`src/core/line_ctl_pkg.sv`:
```
// line_ctl_pkg: offsets, field positions, reset values and decoded modes
// of the line interface control registers.
// assumes: compiled before any file that imports it.
package line_ctl_pkg;

	// ********************************
	// register map
	// ********************************
	localparam logic [7:0] gain_monitor_off    = 8'h00;
	localparam logic [7:0] termination_off     = 8'h01;
	localparam logic [7:0] gain_monitor_rst    = 8'h0f;
	localparam logic [7:0] termination_rst     = 8'h08;

	// ********************************
	// field positions
	// ********************************
	localparam int ring_squelch_bit       = 7;
	localparam int rx_gain_lsb            = 4;
	localparam int mon_rx_lsb             = 2;
	localparam int mon_tx_lsb             = 0;
	localparam int full_scale_bit         = 7;
	localparam int dc_term_off_bit        = 6;
	localparam int on_hook_speed_bit      = 5;
	localparam int ac_term_bit            = 4;
	localparam int dc_volt_lsb            = 2;
	localparam int ringer_imp_bit         = 1;
	localparam int ringer_thr_bit         = 0;

	// ********************************
	// decoded settings
	// ********************************
	typedef enum logic [2:0] {gain_0db, gain_3db, gain_6db, gain_9db, gain_12db} rx_gain_t;
	typedef enum logic [1:0] {mon_step0, mon_step1, mon_step2, mon_mute} mon_level_t;
	typedef enum logic [1:0] {dc_low_volt, dc_japan, dc_usa, dc_current_limit} dc_mode_t;

endpackage

```
`src/core/line_ctl_if.sv`:
```
// line_ctl_if: carries the decoded settings from the decoder to the top.
// assumes: the top drives the raw registers, one decoder drives the decoded settings the top reads.
`timescale 1ns/10ps
interface line_ctl_if;
	import line_ctl_pkg::*;
	logic       [7:0] gain_reg;
	logic       [7:0] term_reg;
	rx_gain_t         rx_gain;
	mon_level_t       mon_rx;
	mon_level_t       mon_tx;
	dc_mode_t         dc_mode;
	modport dec (input gain_reg, input term_reg, output rx_gain, output mon_rx,
		output mon_tx, output dc_mode);
	modport top (output gain_reg, output term_reg, input rx_gain, input mon_rx,
		input mon_tx, input dc_mode);
endinterface

```
`src/core/line_ctl_decode.sv`:
```
// line_ctl_decode: turns the raw register fields into mode selections.
// assumes: purely combinational; the top registers the results.
`timescale 1ns/10ps
module line_ctl_decode
	import line_ctl_pkg::*;
(
	line_ctl_if.dec    cfg
);

	// ********************************
	// field decode
	// ********************************
	function automatic mon_level_t mon_decode(input logic [1:0] code);
		mon_decode = mon_level_t'(code);
	endfunction

	always_comb
	begin
		// any code with the top bit set means the largest gain
		if (cfg.gain_reg[rx_gain_lsb+2])
			cfg.rx_gain = gain_12db;
		else
			cfg.rx_gain = rx_gain_t'({1'b0, cfg.gain_reg[rx_gain_lsb +: 2]});
		cfg.mon_rx  = mon_decode(cfg.gain_reg[mon_rx_lsb +: 2]);
		cfg.mon_tx  = mon_decode(cfg.gain_reg[mon_tx_lsb +: 2]);
		cfg.dc_mode = dc_mode_t'(cfg.term_reg[dc_volt_lsb +: 2]);
	end

endmodule

```
`src/core/line_ctl_regs.sv`:
```
// line_ctl_regs: the two line interface control registers and the
// mode outputs they steer toward the analog line interface.
// assumes: single clock, synchronous reset, simple strobe register port.
// Operation
// host doing own ring detect sets squelch, clears after each reversal
// receive gain code picks 0/3/6/9/12 dB off-hook, other set on-hook
// monitor receive level 0, -6, -12 dB, code 11 mutes
// monitor transmit level -18, -24, -30 dB, code 11 mutes
// full-scale bit raises converter full scale to at least 3.2 dBm
// software sets full scale only while ac termination bit is zero
// software keeps dc termination off at zero while on-hook
// on-hook speed bit: 0 fast, 1 slow controlled on-hook
// ac termination bit: 0 real, 1 complex impedance
// dc voltage field picks low, japan, usa or current-limit mode
// ringer impedance bit: 0 maximum, 1 synthesized
// ringer threshold bit: 0 lower window, 1 higher window
// reset loads defaults; writes update all fields next cycle
//
// Design decisions made here: the strobed register port and the placing of the registers.
`timescale 1ns/10ps
module line_ctl_regs
	import line_ctl_pkg::*;
(
	input  wire logic       clk,
	input  wire logic       srst,
	input  wire logic [7:0] addr,
	input  wire logic [7:0] wdata,
	input  wire logic       wr,
	input  wire logic       rd,
	output logic      [7:0] rdata,
	output logic            ring_squelch,
	output rx_gain_t        analog_rx_gain,
	output mon_level_t      monitor_rx_level,
	output mon_level_t      monitor_tx_level,
	output logic            full_scale_high,
	output logic            dc_termination_off,
	output logic            on_hook_speed,
	output logic            ac_termination_complex,
	output dc_mode_t        dc_termination_voltage,
	output logic            ringer_impedance,
	output logic            ringer_threshold
);

	logic [7:0] gain_r;
	logic [7:0] term_r;

	line_ctl_if cfg ();

	assign cfg.gain_reg = gain_r;
	assign cfg.term_reg = term_r;

	line_ctl_decode u_decode
	(
		.cfg (cfg)
	);

	// ********************************
	// register writes
	// ********************************
	// software ordering of squelch, full scale and dc-off is trusted, not enforced
	always_ff @(posedge clk)
	begin
		if (srst)
			gain_r <= gain_monitor_rst;
		else if (wr && addr == gain_monitor_off)
			gain_r <= wdata;
	end

	always_ff @(posedge clk)
	begin
		if (srst)
			term_r <= termination_rst;
		else if (wr && addr == termination_off)
			term_r <= wdata;
	end

	// ********************************
	// read port
	// ********************************
	// unmapped offsets read as zero
	always_ff @(posedge clk)
	begin
		if (srst)
			rdata <= 8'h00;
		else if (rd)
			case (addr)
				gain_monitor_off: rdata <= gain_r;
				termination_off:  rdata <= term_r;
				default:          rdata <= 8'h00;
			endcase
		else
			rdata <= 8'h00;
	end

	// ********************************
	// mode outputs
	// ********************************
	// outputs lag the register by one cycle so every pin leaves a flop
	always_ff @(posedge clk)
	begin
		if (srst)
		begin
			ring_squelch           <= 1'b0;
			analog_rx_gain         <= gain_0db;
			monitor_rx_level       <= mon_mute;
			monitor_tx_level       <= mon_mute;
			full_scale_high        <= 1'b0;
			dc_termination_off     <= 1'b0;
			on_hook_speed          <= 1'b0;
			ac_termination_complex <= 1'b0;
			dc_termination_voltage <= dc_usa;
			ringer_impedance       <= 1'b0;
			ringer_threshold       <= 1'b0;
		end
		else
		begin
			ring_squelch           <= gain_r[ring_squelch_bit];
			analog_rx_gain         <= cfg.rx_gain;
			monitor_rx_level       <= cfg.mon_rx;
			monitor_tx_level       <= cfg.mon_tx;
			full_scale_high        <= term_r[full_scale_bit];
			dc_termination_off     <= term_r[dc_term_off_bit];
			on_hook_speed          <= term_r[on_hook_speed_bit];
			ac_termination_complex <= term_r[ac_term_bit];
			dc_termination_voltage <= cfg.dc_mode;
			ringer_impedance       <= term_r[ringer_imp_bit];
			ringer_threshold       <= term_r[ringer_thr_bit];
		end
	end

endmodule

```
`config.mk`:
```
export PLATFORM = sky130hd
export DESIGN_NAME = line_ctl_regs
export DESIGN_NICKNAME = d
export VERILOG_FILES = /design/src/core/line_ctl_pkg.sv /design/src/core/line_ctl_if.sv /design/src/core/line_ctl_decode.sv /design/src/core/line_ctl_regs.sv
export SDC_FILE = /design/constraint.sdc
export NUM_CORES = 1
export LEC_CHECK = 0
export ABC_CLOCK_PERIOD_IN_PS = 2360
export BUFFER_PORTS_ARGS = -buffer_cell sky130_fd_sc_hd__buf_2
export CAP_MARGIN = 20
export CORE_MARGIN = 5
export CORE_UTILIZATION = 35
export DETAILED_ROUTE_END_ITERATION = 8
export GPL_ROUTABILITY_DRIVEN = 0
export PLACE_DENSITY = 0.61
export SLEW_MARGIN = 20
export SYNTH_ARGS = -nofsm -noshare
export SYNTH_HDL_FRONTEND = slang
export SYNTH_SLANG_ARGS = --single-unit
```
`constraint.sdc`:
```
create_clock -name clk -period 2.36 [get_ports clk]
set_input_delay 0.354 -clock clk [delete_from_list [all_inputs] [get_ports clk]]
set_output_delay 0.354 -clock clk [all_outputs]
set_load 0.01 [all_outputs]
```
Word level (Yosys, flattened, before mapping)
Index checks and enable logic that the tools add are counted.
{ "word_totals": {"ff_bits": 40, "input_bits": 20, "out_inout_bits": 24, "wordCells": 24} }
{ "op_classes": {"reduce_logical": 5, "n_bitwise": 1, "eq_ne": 1, "mux": 2} }
{ "ops": {"columns": ["operator", "n"], "rows": [
  ["case mux 8 bit (2 select lines)", 1],
  ["equality test 8 x 1 -> 1 bit (second input constant)", 1],
  ["zero test 8 bit", 1],
  ["OR reduction 2 bit", 2],
  ["two-way mux 3 bit", 1],
  ["logical AND 1 bit", 2],
  ["inverter 1 bit", 1]
]} }

Longest topological paths before layout
Gate-level depths: netlist of the first run.
{ "logic_depth": {"word_depth": 2, "ltp_mapped": 4, "depth_no_buf": 3} }

By module
From an unflattened synthesis of the first run, not the netlist that was laid out.
{ "hier_totals": {"hier_cells": 134, "hier_area_um2": 1461.4} }
{ "by_module_without_submodules": {"columns": ["module", "cells_each", "seq_area_each_um2", "instances", "area_per_inst_um2"], "rows": [
  ["line_ctl_regs", 125, 800.8, 1, 1396.3],
  ["line_ctl_decode", 9, 0.0, 1, 65.1]
]} }

Worst setup path after synthesis of the first run
Ideal clock, no wire load.
{ "synth_path": {"path_type": "input to register", "start": "input port addr[1]", "end": "register term_r[0], in the netlist cfg.term_reg[0]", "required_ns": 2.239, "setup_time_ns": 0.121, "path_stages": 3, "path_buffers": 0, "arrival_ns": 1.214, "slack_ns": 1.025, "cell_sequence": "nor3_1 nand4_4 mux2_2"} }
{ "synth_between": {"elab_chain_cells": 2} }
{ "synth_lines": {"columns": ["element", "line_no", "text"], "rows": [
  ["start: declaration", "line_ctl_regs.sv:26", "input wire logic [7:0] addr,"],
  ["equality test 8 x 1 -> 1 bit", "line_ctl_regs.sv:73", "else if (wr && addr == termination_off)"],
  ["logical AND 1 bit", "line_ctl_regs.sv:73", null],
  ["end signal: assignment", "line_ctl_regs.sv:72", "term_r <= termination_rst;"],
  ["end signal: assignment", "line_ctl_regs.sv:74", "term_r <= wdata;"],
  ["end: declaration", "line_ctl_regs.sv:45", "logic [7:0] term_r;"]
]} }
Every way passes these cells.
A chain may end at the register's enable or synchronous reset.

Final worst setup path of the first run
{ "layout_path": {"start": "input port srst", "end": "register rdata[6]"} }
{ "layout_between": {"elab_chain_cells": 1} }
{ "layout_lines": {"columns": ["element", "line_no", "text"], "rows": [
  ["start: declaration", "line_ctl_regs.sv:25", "input wire logic srst,"],
  ["OR reduction 2 bit (no line)", null, null],
  ["end signal: assignment", "line_ctl_regs.sv:87", "gain_monitor_off: rdata <= gain_r;"],
  ["end signal: assignment", "line_ctl_regs.sv:88", "termination_off: rdata <= term_r;"],
  ["end: declaration", "line_ctl_regs.sv:30", "output logic [7:0] rdata,"]
]} }
Every way passes these cells.

==> qor.csv, run 1 <==
stage,metric,value,unit
status,status,"complete, no violations",
clocking,CTS resizes,0,
layout,proportion of layout cells with a drive suffix above 1,0.329,
min_path,WHS Endpoint,cfg.gain_reg[2],
critical_path,RR Endpoint,cfg.term_reg[1],
clocking,CTS tree,yes,
yosys,Seq cells post-synth,40,
die,starting density of the core,0.369,
clocking,CTS buffer count,5,
job,Max-Cap Viols,0,
layout,number of antenna diodes,0,
yosys,Syn Area/Cell,11.1,sq um
die,core box area,0.00372,sq mm
yosys,sequential area share after synthesis,0.584,
sta,slew margin rel.,0.695,
global_routing,initial antenna violation count,0,
critical_path,worst-path maximum fanout,30,
routing,WL/cell,12.3,microns
sta,RSZ-0062 raised after global routing,false,
yosys,gate count of the mapped netlist,123,
routing,routed vias,951,
die,FP Rows,22,
min_path,Hold/Removal Path Class,in2reg,
routing,Post-DRT Antenna Nets,0,
critical_path,worst reg-to-reg path cell count,2,
die,Die Wd,72.6,microns
routing,via/cell ratio,4.36,
sta,setup violators final,0,
pwr,Leak,0.897,nW
sta,max-slew violation count,0,
sta,fmax,738,MHz
yosys,multiplexer share of the synthesized area,0.178,
pwr,peak supply drop,0.335,mV
sta,minimum clock period,1.35,ns
yosys,Ys Warns,0,
clocking,Clock Pin Slew Worst Setup and Hold Paths,0.07,ns
global_routing,largest net degree at the start of global routing,31,
placement,IO Port Bufs,43,
min_path,hold_sp,wdata[2],
placement,DP HPWL,1.89,mm
pwr,Pwr per Cell Area,723,mW/mm^2
critical_path,Worst Path Arrival,1.56,ns
sta,Layout Skew,0.00594,ns
yosys,area share of xor/xnor cells in the synthesized design,0,
sta,setup slack after layout,1.01,ns
yosys,Synth Area in Simple Gates,0.193,
layout,area grow syn2layout,26.9,%
yosys,syn nets,143,
yosys,Synth cell types,16,
critical_path,CP endpoint kind,flop,
die,IO Count,44,
critical_path,critical setup path kind,in2reg,
pwr,total power,1.26,mW
layout,"commonest non-fill, non-tap cell in the layout",buf_2,
critical_path,Startpoint Class,primary input,
clocking,clock sinks,40,
routing,detailed-route DRC error count,0,
die,die area,0.00527,sq mm
global_routing,vias in the first global route,1054,
clocking,Max H-tree Level,2,
min_path,Hold Crit Depth,3,
clocking,hold_buf cts,0,
yosys,post-synthesis adder-cell area fraction,0,
layout,most frequent cells in the layout,"buf_2 (43), dfxtp_1 (40), mux2i_1 (21), nor2_1 (17), nand2b_1 (12)",
global_routing,GRT overflow,0,
sta,Fin. Hold Viols,0,
sta,hold_ws,0.334,ns
global_routing,global-route wire length before repair,4.60,mm
die,Die Y-Extent,72.6,microns
routing,TritonRoute pass-1 iters,4,
clocking,clk buf depth,2,
sta,Setup TNS,0,ns
routing,First DRT Iteration DRCs,33,
global_routing,Tot GR Track Use,0.117,
clocking,CTS root buf,clkbuf_8,
sta,final worst path period share,0.574,
clocking,setup bufs post-CTS,0,
layout,Final #Nets,189,
routing,drt total wl,2.68,mm
critical_path,reg-to-reg startpoint,cfg.term_reg[1],
layout,Post-Route Utilization,0.468,
placement,pre-CTS setup slack,0.677,ns
yosys,synth top area cells,"dfxtp_1 (58%), mux2i_1 (15%), nand2b_1 (5.5%)",
clocking,clk_lat worst skew,0.29,ns
yosys,Synth top area share,0.584,
critical_path,WP data required,2.57,ns
yosys,Mapped Area,0.00137,sq mm
critical_path,r2r setup slk,1.53,ns
sta,Least-Margin Pin Slew,0.457,ns
yosys,largest family of logic cells by synthesized area,simple AND/OR/NAND/NOR gates,
yosys,compound-cell area share of the yosys netlist,0,
yosys,post-synth top area cell,dfxtp_1,
==> how the worst max path moves through the flow <==
stage | endpoint | slack [ns] | cells after the start | startpoint
final | rdata[6] | 1.01 | 4 | srst
after global routing | rdata[6] | 0.84 | 4 | srst
after CTS | rdata[6] | 0.97 | 4 | srst
after detailed placement | rdata[6] | 0.68 | 4 | srst
after global placement | rdata[6] | 0.75 | 4 | srst
after floorplan | cfg.term_reg[0] | 1.02 | 3 | addr[1]
==> report_power, final <==
group | total, mW | internal (mW) | switching, mW
registers | 0.675 | 0.675 | 0.000236
logic | 0.0490 | 0.0238 | 0.0252
clock network | 0.534 | 0.314 | 0.221
total | 1.26 | 1.01 | 0.246
==> through the flow <==
step           instances  cell area, sq um
3_5_place_dp         210              1630
3_3_place_gp         210              1630
2_1_floorplan        123              1370
6_report             218              1740
5_1_grt              218              1740
4_1_cts              218              1740
==> critical path: stages <==
cell and delay [ns]:
buf_2 0.25, nor4b_1 0.37, nand3b_1 0.36, nor2_1 0.22
==> layer usage <==
layer	vias to the layer above	GRT usage	routed length [microns]
li1	483	-	-
met1	445	0.116	1060
met2	21	0.211	1460
met3	2	0.0468	138
met4	0	0.0553	27
met5	-	0	0
==> cell usage after synthesis <==
cell type,n
dfxtp_1,40
mux2i_1,21
nor2_1,17
nand2b_1,12
inv_1,11
nor2b_1,6
clkbuf_1,3
mux2_2,3
buf_2,2
nor3b_1,2
nand3b_1,1
nand4_4,1
nand4b_1,1
nor3_1,1
nor4_4,1
nor4b_1,1
==> kinds of logic (layout without fill, tap and decap cells) <==
family | after synthesis | count (layout)
multiplexers | 24 | 24
buffers and inverters | 16 | 63
flip-flops | 40 | 40
AND/OR/NAND/NOR | 43 | 43
==> cell type report <==
type                       instances  area (sq um)
multi-input combinational         67           508
fill                             375          1980
clock inverter                     2          35.0
clock buffer                       6          72.6
sequential                        40           801
timing repair buffer              44           223
inverter                          11          41.3
tap                               48          60.1
Power figures use the tool's default switching activity.
==> run 2: changes to the inputs <==
--- a/config.mk
+++ b/config.mk
@@ -5,14 +5,15 @@
 export SDC_FILE = /design/constraint.sdc
 export NUM_CORES = 1
 export LEC_CHECK = 0
-export ABC_CLOCK_PERIOD_IN_PS = 2360
+export ABC_AREA = 1
+export ABC_CLOCK_PERIOD_IN_PS = 1300
 export BUFFER_PORTS_ARGS = -buffer_cell sky130_fd_sc_hd__buf_2
 export CAP_MARGIN = 20
 export CORE_MARGIN = 5
 export CORE_UTILIZATION = 35
 export DETAILED_ROUTE_END_ITERATION = 8
 export GPL_ROUTABILITY_DRIVEN = 0
-export PLACE_DENSITY = 0.61
+export PLACE_DENSITY = 0.6
 export SLEW_MARGIN = 20
 export SYNTH_ARGS = -nofsm -noshare
 export SYNTH_HDL_FRONTEND = slang
==> constraint.sdc (replaced) <==
create_clock -name clk -period 1.3 [get_ports clk]
set_input_delay 0.195 -clock clk [delete_from_list [all_inputs] [get_ports clk]]
set_output_delay 0.195 -clock clk [all_outputs]
set_load 0.01 [all_outputs]
==> run 2 against run 1 <==
  * Critical path type is now reg2out
  * Die area up 6.2%
  * Sequential cell count unchanged
  * Sequential power up 82%
  * Worst hold slack worse by 0.17 ns
  * Register-to-register slack worse by 0.95 ns
  * Sequential share of layout area down 2.6 points
  * First-iteration DRC count rose to 3.1 times the previous value
  * Synthesized area up 7.2%
  * Synthesized cell count up 46%
  * Final area up 6.0%
  * Clock skew down 0.0033 ns
  * Cell count up 27%
==> qor.csv, run 2 <==
stage,metric,value,unit,change
yosys,most instantiated library cell after synthesis,dfxtp_1,,
sta,fmax,1100,MHz,
pwr,Int Power,1.70,mW,+68%
global_routing,GRT overflow,0,,unchanged
pwr,peak supply drop,0.451,mV,+35%
sta,RSZ-0062 raised after global routing,false,,
critical_path,reg-to-reg startpoint,cfg.gain_reg[0],,
routing,DR WL met3,214,microns,+55%
clocking,clk_lat worst skew,0.29,ns,about the same
min_path,hold_sp,wdata[3],,
die,starting density of the core,0.365,,-0.00412
clocking,CTS resizes,0,,unchanged
die,Die Wd,74.8,microns,+3.1%
min_path,Hold Crit Depth,3,,unchanged
yosys,Seq cells post-synth,40,,unchanged
min_path,WHS Endpoint,cfg.gain_reg[3],,
layout,# fillers,448,,+19%
yosys,gate count of the mapped netlist,179,,+46%
clocking,clock sinks,40,,unchanged
layout,proportion of layout cells with a drive suffix above 1,0.317,,-0.0122
status,status,"complete, no violations",,
critical_path,CP cell instances,buf_2,,
sta,Fin. Hold Viols,0,,unchanged
global_routing,Tot GR Track Use,0.118,,+0.00122
placement,DP HPWL,2.01,mm,+6.6%
routing,WL met1,1.25,mm,+18%
yosys,Mapped Area,0.00147,sq mm,+7.2%
layout,area grow syn2layout,25.4,%,
layout,number of antenna diodes,0,,unchanged
sta,setup violators final,0,,unchanged
critical_path,WP data required,1.11,ns,-1.46 ns
job,Max-Cap Viols,0,,unchanged
pwr,Flop pwr share,0.571,,+0.035
pwr,clock share of power,0.381,,-0.044
die,IO Count,44,,unchanged
yosys,Ys Warns,0,,unchanged
global_routing,initial antenna violation count,0,,unchanged
global_routing,global-route wire length before repair,4.95,mm,+7.8%
yosys,sequential area share after synthesis,0.545,,-0.0393
yosys,syn nets,199,,+39%
yosys,post-synth top area cell,dfxtp_1,,
critical_path,Startpoint Class,flop,,
routing,WL/cell,10.4,microns,-16%
pwr,Pwr per Cell Area,1170,mW/mm^2,+61%
sta,slew margin rel.,0.734,,+0.0385
clocking,CTS tree,yes,,
critical_path,r2r setup slk,0.58,ns,-0.95 ns
critical_path,RR Endpoint,monitor_tx_level[0],,
sta,minimum clock period,0.909,ns,
die,FP Rows,23,,+4.5%
critical_path,critical setup path kind,reg2out,,
critical_path,CP max stage delay,0.31,ns,-0.06 ns
clocking,Clock Pin Slew Worst Setup and Hold Paths,0.07,ns,about the same
global_routing,vias in the first global route,1135,,+7.7%
yosys,"Primary FF master, synth",dfxtp_1,,
sta,max-slew violation count,0,,unchanged
sta,Least-Margin Pin Slew,0.399,ns,-0.0578 ns
pwr,Leak,0.808,nW,-10%
critical_path,cell with the largest stage delay on the worst path,dfxtp_1,,
clocking,clk buf depth,2,,unchanged
sta,Setup TNS,0,ns,unchanged
placement,IO Port Bufs,43,,unchanged
min_path,Hold/Removal Path Class,in2reg,,
sta,final worst path period share,0.699,,
layout,"commonest non-fill, non-tap cell in the layout",buf_2,,
pwr,Net Sw Frac,0.210,,+0.0139
routing,First DRT Iteration DRCs,101,,+210%
yosys,synth top area cells,"dfxtp_1 (54%), nand2_1 (9.4%), nand3_1 (7.1%)",,
routing,drt total wl,2.87,mm,+6.9%
routing,Post-DRT Antenna Nets,0,,unchanged
critical_path,WP buf/inv,1,,unchanged
clocking,Max H-tree Level,2,,unchanged
critical_path,CP top delay family,flip-flops,,
pwr,combinational share of power,0.048,,+0.009
layout,Final #Nets,246,,+30%
yosys,synth cell count leaders,"dfxtp_1 (40), nand2_1 (37), nor2_1 (25)",,
routing,TritonRoute pass-1 iters,4,,unchanged
clocking,setup bufs post-CTS,0,,unchanged
critical_path,worst reg-to-reg path cell count,1,,-1
sta,Layout Skew,0.00262,ns,-0.00332 ns
global_routing,largest net degree at the start of global routing,25,,-19%
die,die area,0.00560,sq mm,+6.2%
die,Die Y-Extent,74.8,microns,+3.1%
die,core box area,0.00403,sq mm,+8.4%
critical_path,Worst Path Arrival,0.71,ns,-0.85 ns
critical_path,worst-path maximum fanout,1,,-97%
yosys,Synth cell types,16,,unchanged
clocking,hold_buf cts,0,,unchanged
routing,met2 WL,1.36,mm,-6.7%
layout,most frequent cells in the layout,"buf_2 (43), dfxtp_1 (40), nand2_1 (37), nor2_1 (25), nand3_1 (21)",,
sta,hold_ws,0.161,ns,-0.172 ns
yosys,Post-synth EDFFs,0,,unchanged
pwr,Switch Pwr,0.451,mW,+83%
critical_path,CP endpoint kind,primary output,,
routing,routed vias,1200,,+26%
clocking,CTS buffer count,5,,unchanged
pwr,total power,2.15,mW,+71%
clocking,CTS root buf,clkbuf_8,,
routing,via/cell ratio,4.33,,-0.69%
routing,max layer used,met4,,
yosys,Syn Area/Cell,8.21,sq um,-26%
yosys,Synth top area share,0.545,,-0.0393
routing,detailed-route DRC error count,0,,unchanged
yosys,asr flop ratio synth,0,,unchanged
## run 2: routing by layer
metal | track usage | up-vias
li1 | - | 646
met1 | 0.131 | 516
met2 | 0.203 | 33
met3 | 0.0467 | 5
met4 | 0.0474 | 0
met5 | 0 | -
## run 2: final cells by class
cell class / instances / area [sq um] / share of cell area
tap: 50 / 62.6 / 0.0339
clock buffer: 8 / 90.1 / 0.0488
multi-input combinational: 112 / 538 / 0.292
inverter: 18 / 67.6 / 0.0366
sequential: 40 / 801 / 0.434
timing repair buffer: 49 / 285 / 0.155
## run 2: stage by stage
step           instances  setup WS [ns]  utilization  area [sq um]
5_1_grt              277          0.341        0.458          1840
3_5_place_dp         269          0.186        0.435          1750
2_1_floorplan        179          0.319            -          1470
4_1_cts              277          0.372        0.458          1840
3_3_place_gp         269          0.190        0.435          1750
6_report             277          0.391        0.458          1840
## run 2: worst max-delay path by stage
| stage | start | end | cells past startpoint |
|---|---|---|---|
| 2_1_floorplan | addr[7] | cfg.term_reg[3] | 7 |
| 3_3_place_gp | addr[7] | rdata[0] | 7 |
| 3_5_place_dp | addr[7] | cfg.gain_reg[4] | 8 |
| 4_1_cts | rdata[0] | rdata[0] | 1 |
| 5_1_grt | rdata[1] | rdata[1] | 1 |
| 6_report | rdata[0] | rdata[0] | 1 |
## run 2: power groups by stage
stage / clock, mW / sequential (mW) / combinational [mW]
5_1_grt: 0.892 / 1.23 / 0.120
6_report: 0.818 / 1.23 / 0.104
2_1_floorplan: 0 / 1.26 / 0.0543
3_3_place_gp: 0 / 1.26 / 0.105
3_5_place_dp: 0 / 1.26 / 0.105
4_1_cts: 0.851 / 1.23 / 0.105
## run 2: logic make-up after synthesis
group	synth area share
compound gates	0.0851
flops	0.545
simple gates	0.281
buf+inv	0.0894
==> run 3: changes to the inputs <==
--- a/config.mk
+++ b/config.mk
@@ -6,14 +6,14 @@
 export NUM_CORES = 1
 export LEC_CHECK = 0
 export ABC_AREA = 1
-export ABC_CLOCK_PERIOD_IN_PS = 1300
+export ABC_CLOCK_PERIOD_IN_PS = 800
 export BUFFER_PORTS_ARGS = -buffer_cell sky130_fd_sc_hd__buf_2
 export CAP_MARGIN = 20
 export CORE_MARGIN = 5
 export CORE_UTILIZATION = 35
 export DETAILED_ROUTE_END_ITERATION = 8
 export GPL_ROUTABILITY_DRIVEN = 0
-export PLACE_DENSITY = 0.6
+export PLACE_DENSITY = 0.62
 export SLEW_MARGIN = 20
 export SYNTH_ARGS = -nofsm -noshare
 export SYNTH_HDL_FRONTEND = slang
==> constraint.sdc (replaced) <==
create_clock -name clk -period 0.8 [get_ports clk]
set_input_delay 0.12 -clock clk [delete_from_list [all_inputs] [get_ports clk]]
set_output_delay 0.12 -clock clk [all_outputs]
set_load 0.01 [all_outputs]
==> run 3 against run 2 <==
  * The run now ends with negative setup slack left
  * Clock skew fell by 0.00081 ns
  * Via count rose by 6.9%
  * Global-route usage fell by 0.16 points
  * Final area is 16% higher
  * Combinational power rose by 150%
  * Cell count up 3.6%
  * Critical path type unchanged
==> qor.csv, run 3 (synthesized netlist as in run 2, its figures left out) <==
stage,metric,value,unit,change
global_routing,initial antenna violation count,0,,unchanged
min_path,Hold/Removal Path Class,in2reg,,
status,failing checks,negative setup slack,,
routing,TritonRoute pass-1 iters,4,,unchanged
layout,area grow syn2layout,45.7,%,
global_routing,vias in the first global route,1192,,+5.0%
clocking,Clock Pin Slew Worst Setup and Hold Paths,0.07,ns,about the same
job,Max-Cap Viols,0,,unchanged
sta,setup violators final,27,,+27
sta,hold_ws,0.0936,ns,-0.0678 ns
routing,WL/cell,11.4,microns,+10%
critical_path,WP data required,0.68,ns,-0.43 ns
die,Die Y-Extent,74.8,microns,unchanged
critical_path,critical setup path kind,reg2out,,
sta,Setup TNS,-0.478,ns,-0.478 ns
sta,setup slack after layout,-0.0255,ns,-0.417 ns
layout,proportion of layout cells with a drive suffix above 1,0.477,,+0.160
min_path,WHS Endpoint,cfg.gain_reg[2],,
critical_path,CP top delay family,flip-flops,,
critical_path,Startpoint Class,flop,,
sta,fmax,1210,MHz,
critical_path,CP max stage delay,0.31,ns,about the same
clocking,setup bufs post-CTS,0,,unchanged
routing,First DRT Iteration DRCs,81,,-20%
sta,RSZ-0062 raised after global routing,true,,
clocking,CTS buffer count,5,,unchanged
critical_path,CP endpoint kind,primary output,,
clocking,hold_buf cts,0,,unchanged
layout,"commonest non-fill, non-tap cell in the layout",dfxtp_1,,
global_routing,Tot GR Track Use,0.117,,-0.00157
clocking,CTS root buf,clkbuf_8,,
critical_path,worst reg-to-reg path cell count,1,,unchanged
clocking,clk_lat worst skew,0.28,ns,about the same
die,die area,0.00560,sq mm,unchanged
sta,final worst path period share,1.03,,
clocking,CTS tree,yes,,
pwr,Leak,0.921,nW,+14%
global_routing,global-route wire length before repair,5.00,mm,+0.83%
clocking,clk buf depth,2,,unchanged
routing,routed vias,1283,,+6.9%
die,Die Wd,74.8,microns,unchanged
critical_path,cell with the largest stage delay on the worst path,dfxtp_1,,
sta,Least-Margin Pin Slew,0.241,ns,-0.158 ns
routing,detailed-route DRC error count,0,,unchanged
global_routing,largest net degree at the start of global routing,25,,unchanged
critical_path,CP cell instances,buf_2,,
clocking,Max H-tree Level,2,,unchanged
sta,Layout Skew,0.00181,ns,-0.000808 ns
min_path,hold_sp,wdata[2],,
layout,Final #Nets,257,,+4.5%
routing,drt total wl,3.27,mm,+14%
critical_path,Worst Path Arrival,0.71,ns,about the same
routing,via/cell ratio,4.47,,+3.2%
pwr,peak supply drop,0.556,mV,+23%
layout,# fillers,391,,-13%
critical_path,WP buf/inv,1,,unchanged
global_routing,GRT overflow,0,,unchanged
die,starting density of the core,0.365,,unchanged
placement,DP HPWL,2.21,mm,+10%
sta,slew margin rel.,0.839,,+0.105
sta,max-slew violation count,0,,unchanged
sta,minimum clock period,0.826,ns,
die,core box area,0.00403,sq mm,unchanged
critical_path,reg-to-reg startpoint,cfg.gain_reg[1],,
critical_path,RR Endpoint,monitor_tx_level[1],,
routing,Post-DRT Antenna Nets,0,,unchanged
layout,most frequent cells in the layout,"dfxtp_1 (38), buf_2 (36), nand2_1 (26), nor2_1 (20), inv_1 (16)",,
pwr,Pwr per Cell Area,1690,mW/mm^2,+45%
die,IO Count,44,,unchanged
clocking,clock sinks,40,,unchanged
critical_path,r2r setup slk,0.07,ns,-0.51 ns
status,status,"finished, violations left",,
min_path,Hold Crit Depth,3,,unchanged
placement,IO Port Bufs,43,,unchanged
layout,number of antenna diodes,0,,unchanged
critical_path,worst-path maximum fanout,1,,unchanged
sta,Fin. Hold Viols,0,,unchanged
pwr,total power,3.63,mW,+69%
die,FP Rows,23,,unchanged
==> run 3: stage by stage <==
step	area, sq um	util	cells	worst slack [ns]
final	2140	0.532	287	-0.0255
after global routing	2140	0.532	287	-0.0710
after CTS	1950	0.484	283	-0.0433
after detailed placement	1850	0.460	276	-0.259
after global placement	1850	0.460	276	-0.260
after floorplan	1530	-	179	-0.0617
==> run 3: power by group <==
group,switching (mW),leakage [nW],internal (mW),total [mW]
Sequential,0.00182,0.324,1.99,2.00
Clock,0.609,0.0503,0.767,1.38
Combinational,0.142,0.547,0.115,0.256
==> run 3: how the worst max path moves through the flow <==
stage | from | to | slack, ns | cells past startpoint
floorplan | addr[0] | cfg.term_reg[3] | -0.06 | 8
global placement | addr[0] | cfg.gain_reg[6] | -0.26 | 8
detailed placement | addr[0] | cfg.term_reg[7] | -0.26 | 9
CTS | rdata[1] | rdata[1] | -0.04 | 1
global route | addr[3] | rdata[0] | -0.07 | 7
finish | rdata[3] | rdata[3] | -0.03 | 1
==> run 3: per-layer routing <==
metal  up-vias  global-route usage  wire (microns)
met4         0              0.0692              77
li1        669                   -               -
met2        39               0.194            1550
met1       566               0.137            1450
met3         9              0.0280             199
met5         -                   0               0
==> run 3: final cells by class <==
| class | count | area, sq um | area share |
|---|---|---|---|
| clock buffers | 7 | 96.3 | 0.0450 |
| inverters | 18 | 75.1 | 0.0350 |
| multi-input cells | 112 | 651 | 0.304 |
| flip-flops and latches | 40 | 803 | 0.375 |
| well taps | 50 | 62.6 | 0.0292 |
| repair buffers | 60 | 454 | 0.212 |
==> run 3: repair_timing <==
item / 4_1_cts / 5_1_grt
resized for setup: 0 / 31
pin swaps: 0 / 11
setup endpoints to repair: 24 / 41
cloned: 0 / 4
hold endpoints to repair: 0 / 0
